==> src/dhp_pkg.sv <==
package dhp_pkg;

  // Register byte offsets
  localparam logic [7:0] ADDR_CMD        = 8'h00;
  localparam logic [7:0] ADDR_STEP_RATE  = 8'h04;
  localparam logic [7:0] ADDR_STATUS     = 8'h08;
  localparam logic [7:0] ADDR_SENSE      = 8'h0C;
  localparam logic [7:0] ADDR_ID_FIELD   = 8'h10;
  localparam logic [7:0] ADDR_POWER      = 8'h14;
  localparam logic [7:0] ADDR_PCYL_BASE  = 8'h20;
  localparam logic [7:0] ADDR_FMT_GAP    = 8'h30;
  localparam logic [7:0] ADDR_GAP_LEN    = 8'h34;

  // Command register fields
  localparam int CMD_OP_LSB     = 0;
  localparam int CMD_DRV_LSB    = 4;
  localparam int CMD_TARGET_LSB = 8;

  // Command opcodes
  localparam logic [3:0] OP_IDENTIFY = 4'h1;
  localparam logic [3:0] OP_TRACK0   = 4'h2;
  localparam logic [3:0] OP_SEEK     = 4'h3;
  localparam logic [3:0] OP_NOP      = 4'h4;

  // Interrupt codes
  localparam logic [1:0] IC_NORMAL   = 2'h0;
  localparam logic [1:0] IC_ABNORMAL = 2'h1;
  localparam logic [1:0] IC_POLL     = 2'h3;

  // Reset values
  localparam logic [3:0] STEP_RATE_RESET = 4'h0;
  localparam logic [7:0] GAP_LEN_RESET   = 8'h1B;

  // Track-zero retry limit
  localparam logic [6:0] TRACK0_MAX_STEPS = 7'd79;

  // Single-density format layout
  localparam logic [7:0] SD_GAP_INDEX = 8'd40;
  localparam logic [7:0] SD_GAP_ID    = 8'd26;
  localparam logic [7:0] SD_GAP_DATA  = 8'd11;
  localparam logic [7:0] SD_SYNC_LEN  = 8'd6;
  localparam logic [7:0] SD_GAP_BYTE  = 8'hFF;
  localparam logic [7:0] SD_SYNC_BYTE = 8'h00;

  // Timing: step pulse width and step interval unit
  localparam int CLK_MHZ        = 50;
  localparam int STEP_PULSE_US  = 1;
  localparam int STEP_UNIT_US   = 500;
  localparam int STEP_PULSE_CYC = STEP_PULSE_US * CLK_MHZ;
  localparam int STEP_UNIT_CYC  = STEP_UNIT_US * CLK_MHZ;

  typedef struct packed {
    logic [7:0] cyl;
    logic [7:0] head;
    logic [7:0] sector;
    logic [7:0] size;
  } dhp_id_t;

  typedef struct packed {
    logic       seek_end_flag;
    logic       equipment_check_flag;
    logic [1:0] interrupt_code;
  } dhp_sense_t;

endpackage

==> src/dhp_stepper.sv <==
`timescale 1ns/1ps
module dhp_stepper (
  // Clock and reset
  input  wire logic                   aclk,
  input  wire logic                   aresetn,
  // Control
  input  wire logic                   start_seek,
  input  wire logic                   start_track0,
  input  wire logic [7:0]             target_cylinder,
  input  wire logic [3:0]             step_rate_time,
  input  wire logic                   clear_cyl,
  input  wire logic                   track_zero,
  // Status
  output      logic [7:0]             present_cylinder,
  output      logic                   step,
  output      logic                   direction,
  output      logic                   done,
  output      dhp_pkg::dhp_sense_t    sense
);
  import dhp_pkg::*;

  typedef enum {ST_IDLE, ST_CHECK, ST_PULSE, ST_WAIT} dhp_step_st_t;
  dhp_step_st_t state;
  logic         recal;
  logic [6:0]   steps;
  logic [23:0]  timer;

  // Interval shrinks as the programmed code rises
  function automatic logic [23:0] interval(input logic [3:0] code);
    interval = 24'((16 - int'(code)) * STEP_UNIT_CYC);
  endfunction

  always_ff @(posedge aclk) begin
    if (!aresetn) begin
      state <= ST_IDLE;
      recal <= 1'b0;
      steps <= 7'd0;
      timer <= 24'd0;
      step <= 1'b0;
      direction <= 1'b0;
      done <= 1'b0;
      sense <= '0;
      present_cylinder <= 8'd0;
    end else begin
      done <= 1'b0;
      if (clear_cyl) begin
        present_cylinder <= 8'd0;
        sense <= '0;
        state <= ST_IDLE;
        step <= 1'b0;
      end else unique case (state)
        ST_IDLE: begin
          if (start_track0) begin
            present_cylinder <= 8'd0;
            recal <= 1'b1;
            steps <= 7'd0;
            state <= ST_CHECK;
          end else if (start_seek) begin
            recal <= 1'b0;
            state <= ST_CHECK;
          end
        end
        ST_CHECK: begin
          if (recal) begin
            if (track_zero) begin
              sense <= '{1'b1, 1'b0, IC_NORMAL};
              done <= 1'b1;
              state <= ST_IDLE;
            end else if (steps == TRACK0_MAX_STEPS) begin
              sense <= '{1'b1, 1'b1, IC_ABNORMAL};
              done <= 1'b1;
              state <= ST_IDLE;
            end else begin
              direction <= 1'b0;
              step <= 1'b1;
              steps <= steps + 7'd1;
              timer <= 24'(STEP_PULSE_CYC);
              state <= ST_PULSE;
            end
          end else if (present_cylinder == target_cylinder) begin
            sense <= '{1'b1, 1'b0, IC_NORMAL};
            done <= 1'b1;
            state <= ST_IDLE;
          end else begin
            direction <= present_cylinder < target_cylinder;
            step <= 1'b1;
            timer <= 24'(STEP_PULSE_CYC);
            state <= ST_PULSE;
          end
        end
        ST_PULSE: begin
          if (timer <= 24'd1) begin
            step <= 1'b0;
            if (!recal)
              present_cylinder <= direction ? present_cylinder + 8'd1 : present_cylinder - 8'd1;
            timer <= interval(step_rate_time);
            state <= ST_WAIT;
          end else begin
            timer <= timer - 24'd1;
          end
        end
        ST_WAIT: begin
          if (timer <= 24'd1)
            state <= ST_CHECK;
          else
            timer <= timer - 24'd1;
        end
      endcase
    end
  end

endmodule

==> src/dhp_top.sv <==
// Decided for this implementation: the register addresses and the AXI4-Lite slave port.
`timescale 1ns/1ps
module dhp_top (
  // Clock and reset
  input  wire logic          aclk,
  input  wire logic          aresetn,
  // AXI4-Lite write channels
  input  wire logic [7:0]    s_axi_awaddr,
  input  wire logic          s_axi_awvalid,
  output      logic          s_axi_awready,
  input  wire logic [31:0]   s_axi_wdata,
  input  wire logic [3:0]    s_axi_wstrb,
  input  wire logic          s_axi_wvalid,
  output      logic          s_axi_wready,
  output      logic [1:0]    s_axi_bresp,
  output      logic          s_axi_bvalid,
  input  wire logic          s_axi_bready,
  // AXI4-Lite read channels
  input  wire logic [7:0]    s_axi_araddr,
  input  wire logic          s_axi_arvalid,
  output      logic          s_axi_arready,
  output      logic [31:0]   s_axi_rdata,
  output      logic [1:0]    s_axi_rresp,
  output      logic          s_axi_rvalid,
  input  wire logic          s_axi_rready,
  // Drive interface
  output      logic [3:0]    step,
  output      logic [3:0]    direction,
  input  wire logic [3:0]    track_zero_input,
  input  wire logic          index_pulse_input,
  // Identification field from the read channel
  input  wire logic          id_mark_found,
  input  wire dhp_pkg::dhp_id_t id_field,
  input  wire logic          id_crc_ok,
  // Controller interrupt
  output      logic          irq
);
  import dhp_pkg::*;

  // Pin synchronisers
  logic [3:0] tz_meta;
  logic [3:0] tz_sync;
  logic       idx_meta;
  logic       idx_sync;
  logic       idx_prev;
  always_ff @(posedge aclk) begin
    if (!aresetn) begin
      tz_meta <= 4'h0;
      tz_sync <= 4'h0;
      idx_meta <= 1'b0;
      idx_sync <= 1'b0;
      idx_prev <= 1'b0;
    end else begin
      tz_meta <= track_zero_input;
      tz_sync <= tz_meta;
      idx_meta <= index_pulse_input;
      idx_sync <= idx_meta;
      idx_prev <= idx_sync;
    end
  end
  logic idx_rise;
  assign idx_rise = idx_sync & ~idx_prev;

  // AXI write path
  logic        aw_held;
  logic        w_held;
  logic [7:0]  aw_addr;
  logic [31:0] w_data;
  logic [3:0]  w_strb;
  logic        wr_fire;
  assign s_axi_awready = !aw_held && !s_axi_bvalid;
  assign s_axi_wready  = !w_held && !s_axi_bvalid;
  assign wr_fire = aw_held && w_held && !s_axi_bvalid;

  always_ff @(posedge aclk) begin
    if (!aresetn) begin
      aw_held <= 1'b0;
      w_held <= 1'b0;
      aw_addr <= 8'h00;
      w_data <= 32'h0;
      w_strb <= 4'h0;
      s_axi_bvalid <= 1'b0;
      s_axi_bresp <= 2'h0;
    end else begin
      if (s_axi_awvalid && s_axi_awready) begin
        aw_held <= 1'b1;
        aw_addr <= s_axi_awaddr;
      end
      if (s_axi_wvalid && s_axi_wready) begin
        w_held <= 1'b1;
        w_data <= s_axi_wdata;
        w_strb <= s_axi_wstrb;
      end
      if (wr_fire) begin
        aw_held <= 1'b0;
        w_held <= 1'b0;
        s_axi_bvalid <= 1'b1;
        s_axi_bresp <= known_addr(aw_addr) ? 2'h0 : 2'h2;
      end else if (s_axi_bready) begin
        s_axi_bvalid <= 1'b0;
      end
    end
  end

  function automatic logic known_addr(input logic [7:0] a);
    known_addr = (a == ADDR_CMD) || (a == ADDR_STEP_RATE) || (a == ADDR_STATUS) ||
                 (a == ADDR_SENSE) || (a == ADDR_ID_FIELD) || (a == ADDR_POWER) ||
                 (a == ADDR_FMT_GAP) || (a == ADDR_GAP_LEN) ||
                 (a[7:4] == ADDR_PCYL_BASE[7:4] && a[1:0] == 2'b00);
  endfunction

  // Register writes
  logic [3:0] step_rate_time;
  logic [7:0] gap_length;
  logic       low_power;
  logic       cmd_wr;
  logic       wake;
  logic [3:0] cmd_op;
  logic [1:0] cmd_drv;
  logic [7:0] cmd_target;
  assign cmd_wr = wr_fire && aw_addr == ADDR_CMD && w_strb[0];
  assign cmd_op = w_data[CMD_OP_LSB +: 4];
  assign cmd_drv = w_data[CMD_DRV_LSB +: 2];
  assign cmd_target = w_data[CMD_TARGET_LSB +: 8];
  assign wake = wr_fire && aw_addr == ADDR_POWER && w_strb[0] && low_power && !w_data[0];

  always_ff @(posedge aclk) begin
    if (!aresetn) begin
      step_rate_time <= STEP_RATE_RESET;
      gap_length <= GAP_LEN_RESET;
      low_power <= 1'b0;
    end else if (wr_fire && w_strb[0]) begin
      if (aw_addr == ADDR_STEP_RATE)
        step_rate_time <= w_data[3:0];
      if (aw_addr == ADDR_GAP_LEN)
        gap_length <= w_data[7:0];
      if (aw_addr == ADDR_POWER)
        low_power <= w_data[0];
    end
  end

  // Per-drive sequencers
  logic [3:0]       drv_busy_n;
  logic [3:0]       drv_done;
  logic [3:0][7:0]  pcyl;
  dhp_sense_t [3:0] drv_sense;
  logic [3:0][7:0]  tcyl;
  genvar g;
  generate
    for (g = 0; g < 4; g++) begin : gen_drv
      logic go_seek;
      logic go_t0;
      assign go_seek = cmd_wr && !low_power && cmd_drv == 2'(g) && cmd_op == OP_SEEK;
      assign go_t0   = cmd_wr && !low_power && cmd_drv == 2'(g) && cmd_op == OP_TRACK0;
      always_ff @(posedge aclk) begin
        if (!aresetn)
          tcyl[g] <= 8'h00;
        else if (go_seek)
          tcyl[g] <= cmd_target;
      end
      dhp_stepper u_step (
        .aclk             (aclk),
        .aresetn          (aresetn),
        .start_seek       (go_seek),
        .start_track0     (go_t0),
        .target_cylinder  (go_seek ? cmd_target : tcyl[g]),
        .step_rate_time   (step_rate_time),
        .clear_cyl        (wake),
        .track_zero       (tz_sync[g]),
        .present_cylinder (pcyl[g]),
        .step             (step[g]),
        .direction        (direction[g]),
        .done             (drv_done[g]),
        .sense            (drv_sense[g])
      );
    end
  endgenerate

  // Identify-position sequencer and held status
  typedef enum {ID_IDLE, ID_SEARCH} dhp_id_st_t;
  dhp_id_st_t id_state;
  logic [1:0] idx_count;
  dhp_id_t    id_reg;
  logic       id_done;
  logic [1:0] id_ic;
  logic       missing_mark_flag;
  logic [1:0] id_drv;
  always_ff @(posedge aclk) begin
    if (!aresetn || wake) begin
      id_state <= ID_IDLE;
      idx_count <= 2'd0;
      id_reg <= '0;
      id_done <= 1'b0;
      id_ic <= IC_NORMAL;
      missing_mark_flag <= 1'b0;
      id_drv <= 2'd0;
    end else begin
      id_done <= 1'b0;
      unique case (id_state)
        ID_IDLE: begin
          if (cmd_wr && !low_power && cmd_op == OP_IDENTIFY) begin
            id_state <= ID_SEARCH;
            idx_count <= 2'd0;
            id_drv <= cmd_drv;
            missing_mark_flag <= 1'b0;
          end
        end
        ID_SEARCH: begin
          if (id_mark_found && id_crc_ok) begin
            id_reg <= id_field;
            id_ic <= IC_NORMAL;
            id_done <= 1'b1;
            id_state <= ID_IDLE;
          end else if (idx_rise) begin
            if (idx_count == 2'd1) begin
              id_ic <= IC_ABNORMAL;
              missing_mark_flag <= 1'b1;
              id_done <= 1'b1;
              id_state <= ID_IDLE;
            end else begin
              idx_count <= idx_count + 2'd1;
            end
          end
        end
      endcase
    end
  end

  // Busy only while a command is being taken or identify runs
  logic busy;
  assign busy = cmd_wr || id_state == ID_SEARCH;

  // Pending completions and interrupt-status reporting
  logic [3:0] pend;
  logic       id_pend;
  logic       sense_rd;
  logic [7:0] sense_word;
  logic [1:0] sense_drv;
  always_comb begin
    sense_drv = 2'd0;
    for (int i = 3; i >= 0; i--)
      if (pend[i])
        sense_drv = 2'(i);
  end

  always_ff @(posedge aclk) begin
    if (!aresetn || wake) begin
      pend <= 4'h0;
      id_pend <= 1'b0;
    end else begin
      for (int i = 0; i < 4; i++)
        if (drv_done[i])
          pend[i] <= 1'b1;
        else if (sense_rd && |pend && sense_drv == 2'(i))
          pend[i] <= 1'b0;
      if (id_done)
        id_pend <= 1'b1;
      else if (sense_rd && !(|pend))
        id_pend <= 1'b0;
    end
  end
  assign irq = |pend || id_pend;

  // Status byte: seek-end, equip check, head bit 0, drive
  always_comb begin
    if (|pend)
      sense_word = {drv_sense[sense_drv].interrupt_code, drv_sense[sense_drv].seek_end_flag,
                    drv_sense[sense_drv].equipment_check_flag, 1'b0, 1'b0, sense_drv};
    else if (id_pend)
      sense_word = {id_ic, 1'b0, 1'b0, 1'b0, 1'b0, id_drv};
    else
      sense_word = {IC_POLL, 1'b0, 1'b0, 4'h0};
  end

  // AXI read path
  logic [31:0] rd_mux;
  assign s_axi_arready = !s_axi_rvalid;
  assign sense_rd = s_axi_arvalid && s_axi_arready && s_axi_araddr == ADDR_SENSE;
  always_comb begin
    rd_mux = 32'h0;
    unique case (s_axi_araddr)
      ADDR_STEP_RATE: rd_mux = {28'h0, step_rate_time};
      ADDR_STATUS:    rd_mux = {26'h0, missing_mark_flag, id_pend, low_power, busy, irq, 1'b0};
      ADDR_SENSE:     rd_mux = {16'h0, pcyl[sense_drv], sense_word};
      ADDR_ID_FIELD:  rd_mux = id_reg;
      ADDR_POWER:     rd_mux = {31'h0, low_power};
      ADDR_FMT_GAP:   rd_mux = {SD_SYNC_BYTE, SD_GAP_DATA, SD_GAP_ID, SD_GAP_INDEX};
      ADDR_GAP_LEN:   rd_mux = {SD_GAP_BYTE, SD_SYNC_LEN, 8'h00, gap_length};
      default: begin
        if (s_axi_araddr[7:4] == ADDR_PCYL_BASE[7:4])
          rd_mux = {24'h0, pcyl[s_axi_araddr[3:2]]};
      end
    endcase
  end

  always_ff @(posedge aclk) begin
    if (!aresetn) begin
      s_axi_rvalid <= 1'b0;
      s_axi_rdata <= 32'h0;
      s_axi_rresp <= 2'h0;
    end else if (s_axi_arvalid && s_axi_arready) begin
      s_axi_rvalid <= 1'b1;
      s_axi_rdata <= rd_mux;
      s_axi_rresp <= known_addr(s_axi_araddr) && s_axi_araddr != ADDR_CMD ? 2'h0 : 2'h2;
    end else if (s_axi_rready) begin
      s_axi_rvalid <= 1'b0;
    end
  end

endmodule

==> config.mk <==
export PLATFORM = sky130hd
export DESIGN_NAME = dhp_top
export DESIGN_NICKNAME = d
export VERILOG_FILES = /design/src/dhp_pkg.sv /design/src/dhp_stepper.sv /design/src/dhp_top.sv
export SDC_FILE = /design/constraint.sdc
export NUM_CORES = 1
export LEC_CHECK = 0
export BUFFER_PORTS_ARGS = -buffer_cell sky130_fd_sc_hd__buf_2
export CORE_ASPECT_RATIO = 0.75
export CORE_MARGIN = 2
export CORE_UTILIZATION = 61
export CTS_CLUSTER_SIZE = 25
export DETAILED_ROUTE_END_ITERATION = 8
export HOLD_SLACK_MARGIN = 0.08
export PLACE_DENSITY = 0.81
export SYNTH_ARGS = -nofsm -noshare
export SYNTH_HDL_FRONTEND = slang
export SYNTH_SLANG_ARGS = --single-unit
==> constraint.sdc <==
create_clock -name aclk -period 5.35 [get_ports aclk]
set_input_delay 1.07 -clock aclk [delete_from_list [all_inputs] [get_ports aclk]]
set_output_delay 1.07 -clock aclk [all_outputs]
set_load 0.05 [all_outputs]
==> flow_summary.yaml <==
floorplanning:
  die_area_um2: 34300
  die_w_um: 213
  initial_core_util_pct: 61.9
  ios: 148
  core_area_um2: 32400
  rows: 57
  die_h_um: 161
yosys:
  avgSynthCellArea_um2: 7.90
  synth-warning-count: 0
  synth-edff-count: 0
  seq_area_frac_synth_pct: 35.2
  ys_ff_latch: 352
  synth_top_cell_by_area: "dfxtp_1"
  ys.flop_type: "dfxtp_1"
  synthTopCellsByCount: "dfxtp_1, nand2_1, a21oi_1, nor2_1, o21ai_0"
  yosysMostFrequentCell: "dfxtp_1"
  netlist_instances: 2536
  synth_area_um2: 20000
  yosys.area.top_type_share_pct: 35.2
  postSynth.asyncResetShare_pct: 0
  synth_cell_types: 90
  ys_top_cells_by_area: "dfxtp_1, ha_1, a21oi_1"
critical_path:
  worstPathRequired_ps: 5820
  startpoint_type: "flip-flop"
  cp.arrival_ps: 5560
  critPathMaxFanout: 8
  criticalPathCategory: "flip-flop to flip-flop"
  worst_setup_path_end_kind: "flip-flop"
run:
  max-cap-violations: 0
clocking:
  cts_root_buffer: "clkbuf_16"
  cts_tree: "done"
  cts_made_buffers: 37
  cts_hold_buf: 0
  h-tree-depth: 2
  path_clk_slew_ps: 70
  clk_path_buf_depth: 3
  clock_latency_ps: 560
  cts_sinks: 352
grt:
  antenna_found_initial: 2
  grt_use_met3_pct: 7.64
  grt_first_pass_wirelength_um: 94000
  grt-ovfl-total: 0
  grt_max_degree: 110
  grt_usage_pct: 33.9
  gr-max-usage-layer: "met1"
  grt_util_met1_pct: 49.7
  grtUsageMet2_pct: 49.3
  grt_pass1_vias: 18000
detailed_routing:
  routed_wl_um: 59700
  vias_per_cell: 6.46
  dr.pass1.iters: 9
  first_iter_violations: 2127
  wl_per_cell_um: 19.5
  num_vias: 19800
  ant_nets: 0
  remaining_drc_errors: 0
cells_and_area:
  largest_reg_flops: 96
  nets: 2811
  area_growth_pct: 10.3
  fillers: 2716
  drive_above_1_share_pct: 11.0
  top_register: "gen_drv.u_step.timer"
timing:
  finalSetupViolations: 0
  final.min_clock_period_ps: 5090
  tightest_slew_ps: 1190
  period_share_pct: 95.1
  slew_headroom_pct: 20.6
  fin_ws_ps: 264
  finalClockSkew_ps: 26.2
  fmax_ghz: 0.197
  slew_violations: 0
  hold_viol: 0
  rsz0062_at_grt: "false"
  setup_tns_ps: 0
hold_path:
  hold_class: "flip-flop to flip-flop"
placed_design:
  gp_congestion: 0.938
  io_buffers: 126
  post-place-ws_ps: 385
  hpwl_um: 42600
pwr:
  total_leakage_power_nw: 8.64
  ir_drop_v: 0.000226
  p_per_area_nw_per_um2: 255
run_status:
  outcome: "finished, final reports clean"
where the power goes:
| part | internal [mW] | leakage [nW] | switching (mW) |
|---|---|---|---|
| combinational | 0.0955 | 5.20 | 0.249 |
| sequential | 2.66 | 2.85 | 0.0394 |
| clock | 1.49 | 0.585 | 1.11 |
worst max-delay path, cell delays in order, from the launching register on:
cell       delay [ps]
dfxtp_1           480
inv_1             110
ha_1              620
ha_1              350
ha_1              300
inv_1              60
fa_1              490
inv_1              40
ha_1              330
o21a_1            220
a2111oi_0         490
buf_4             210
nor3_1             50
a2111oi_0         520
xnor2_1           410
nand3_1           140
a31oi_1           190
through the flow:
| stage | cells | power [mW] | utilization, % | hold WS, ps | cell area (um^2) |
|---|---|---|---|---|---|
| detailed placement | 2994 | 3.09 | 64.6 | 417 | 20900 |
| floorplan | 2537 | 2.97 | - | 411 | 20000 |
| finish | 3062 | 5.64 | 68.3 | 432 | 22100 |
| global placement | 2994 | 3.08 | 64.6 | 416 | 20900 |
| global route | 3061 | 5.79 | 68.3 | 449 | 22100 |
| CTS | 3061 | 5.64 | 68.2 | 431 | 22100 |
routing by layer:
layer	vias to the layer above	routed length (um)
li1	9260	-
met1	9361	26000
met2	1016	25100
met3	147	7060
met4	0	1570
met5	-	0
final timing paths:
path	from	endpoint	cells past startpoint	slack, ps
min reg2reg	idx_meta	idx_sync	1	430
min	idx_meta	idx_sync	1	430
max	step_rate_time[1]	gen_drv[0].u_step.timer[18]	16	260
max reg2reg	step_rate_time[1]	gen_drv[0].u_step.timer[18]	16	260
layout make-up:
cell class	instances	area [um^2]	area share, %
inverter	82	313	1.42
clock inverter	12	161	0.730
antenna	1	2.50	0.0113
sequential	352	7050	31.9
timing repair buffer	163	923	4.18
tap	442	553	2.50
clock buffer	55	1030	4.68
multi-input combinational	1955	12100	54.6
cell usage in the layout (no fill, tap or decap), types with 19 or more instances in the layout:
cell type / instances
dfxtp_1: 352
nand2_1: 306
a21oi_1: 264
nor2_1: 259
o21ai_0: 176
buf_2: 125
ha_1: 115
nor3_1: 88
inv_1: 80
nand3_1: 67
mux2i_1: 54
nor4_1: 38
clkbuf_16: 37
buf_4: 37
o22ai_1: 33
and2_1: 31
xnor2_1: 30
or4_1: 26
nand2b_1: 24
and3_1: 24
nor2b_1: 24
or3_1: 23
o21a_1: 22
a31oi_1: 22
a22oi_1: 21
o31ai_1: 19
nand4_1: 19
o211ai_1: 19
cells by family after synthesis:
logic type,synth area share (%)
AND/OR/NAND/NOR,24.1
AO/OA/AOI/OAI,21.7
flip-flops,35.2
buffers and inverters,4.79
adder cells (fa/ha/maj),7.88
multiplexers,4.61
XOR/XNOR,1.79
other,0.0187
repair_timing:
action,CTS,global route
endpoints found under the setup margin,0,12
gates resized for setup,0,2
buffers inserted,0,0
(Power assumes the default switching activity.)
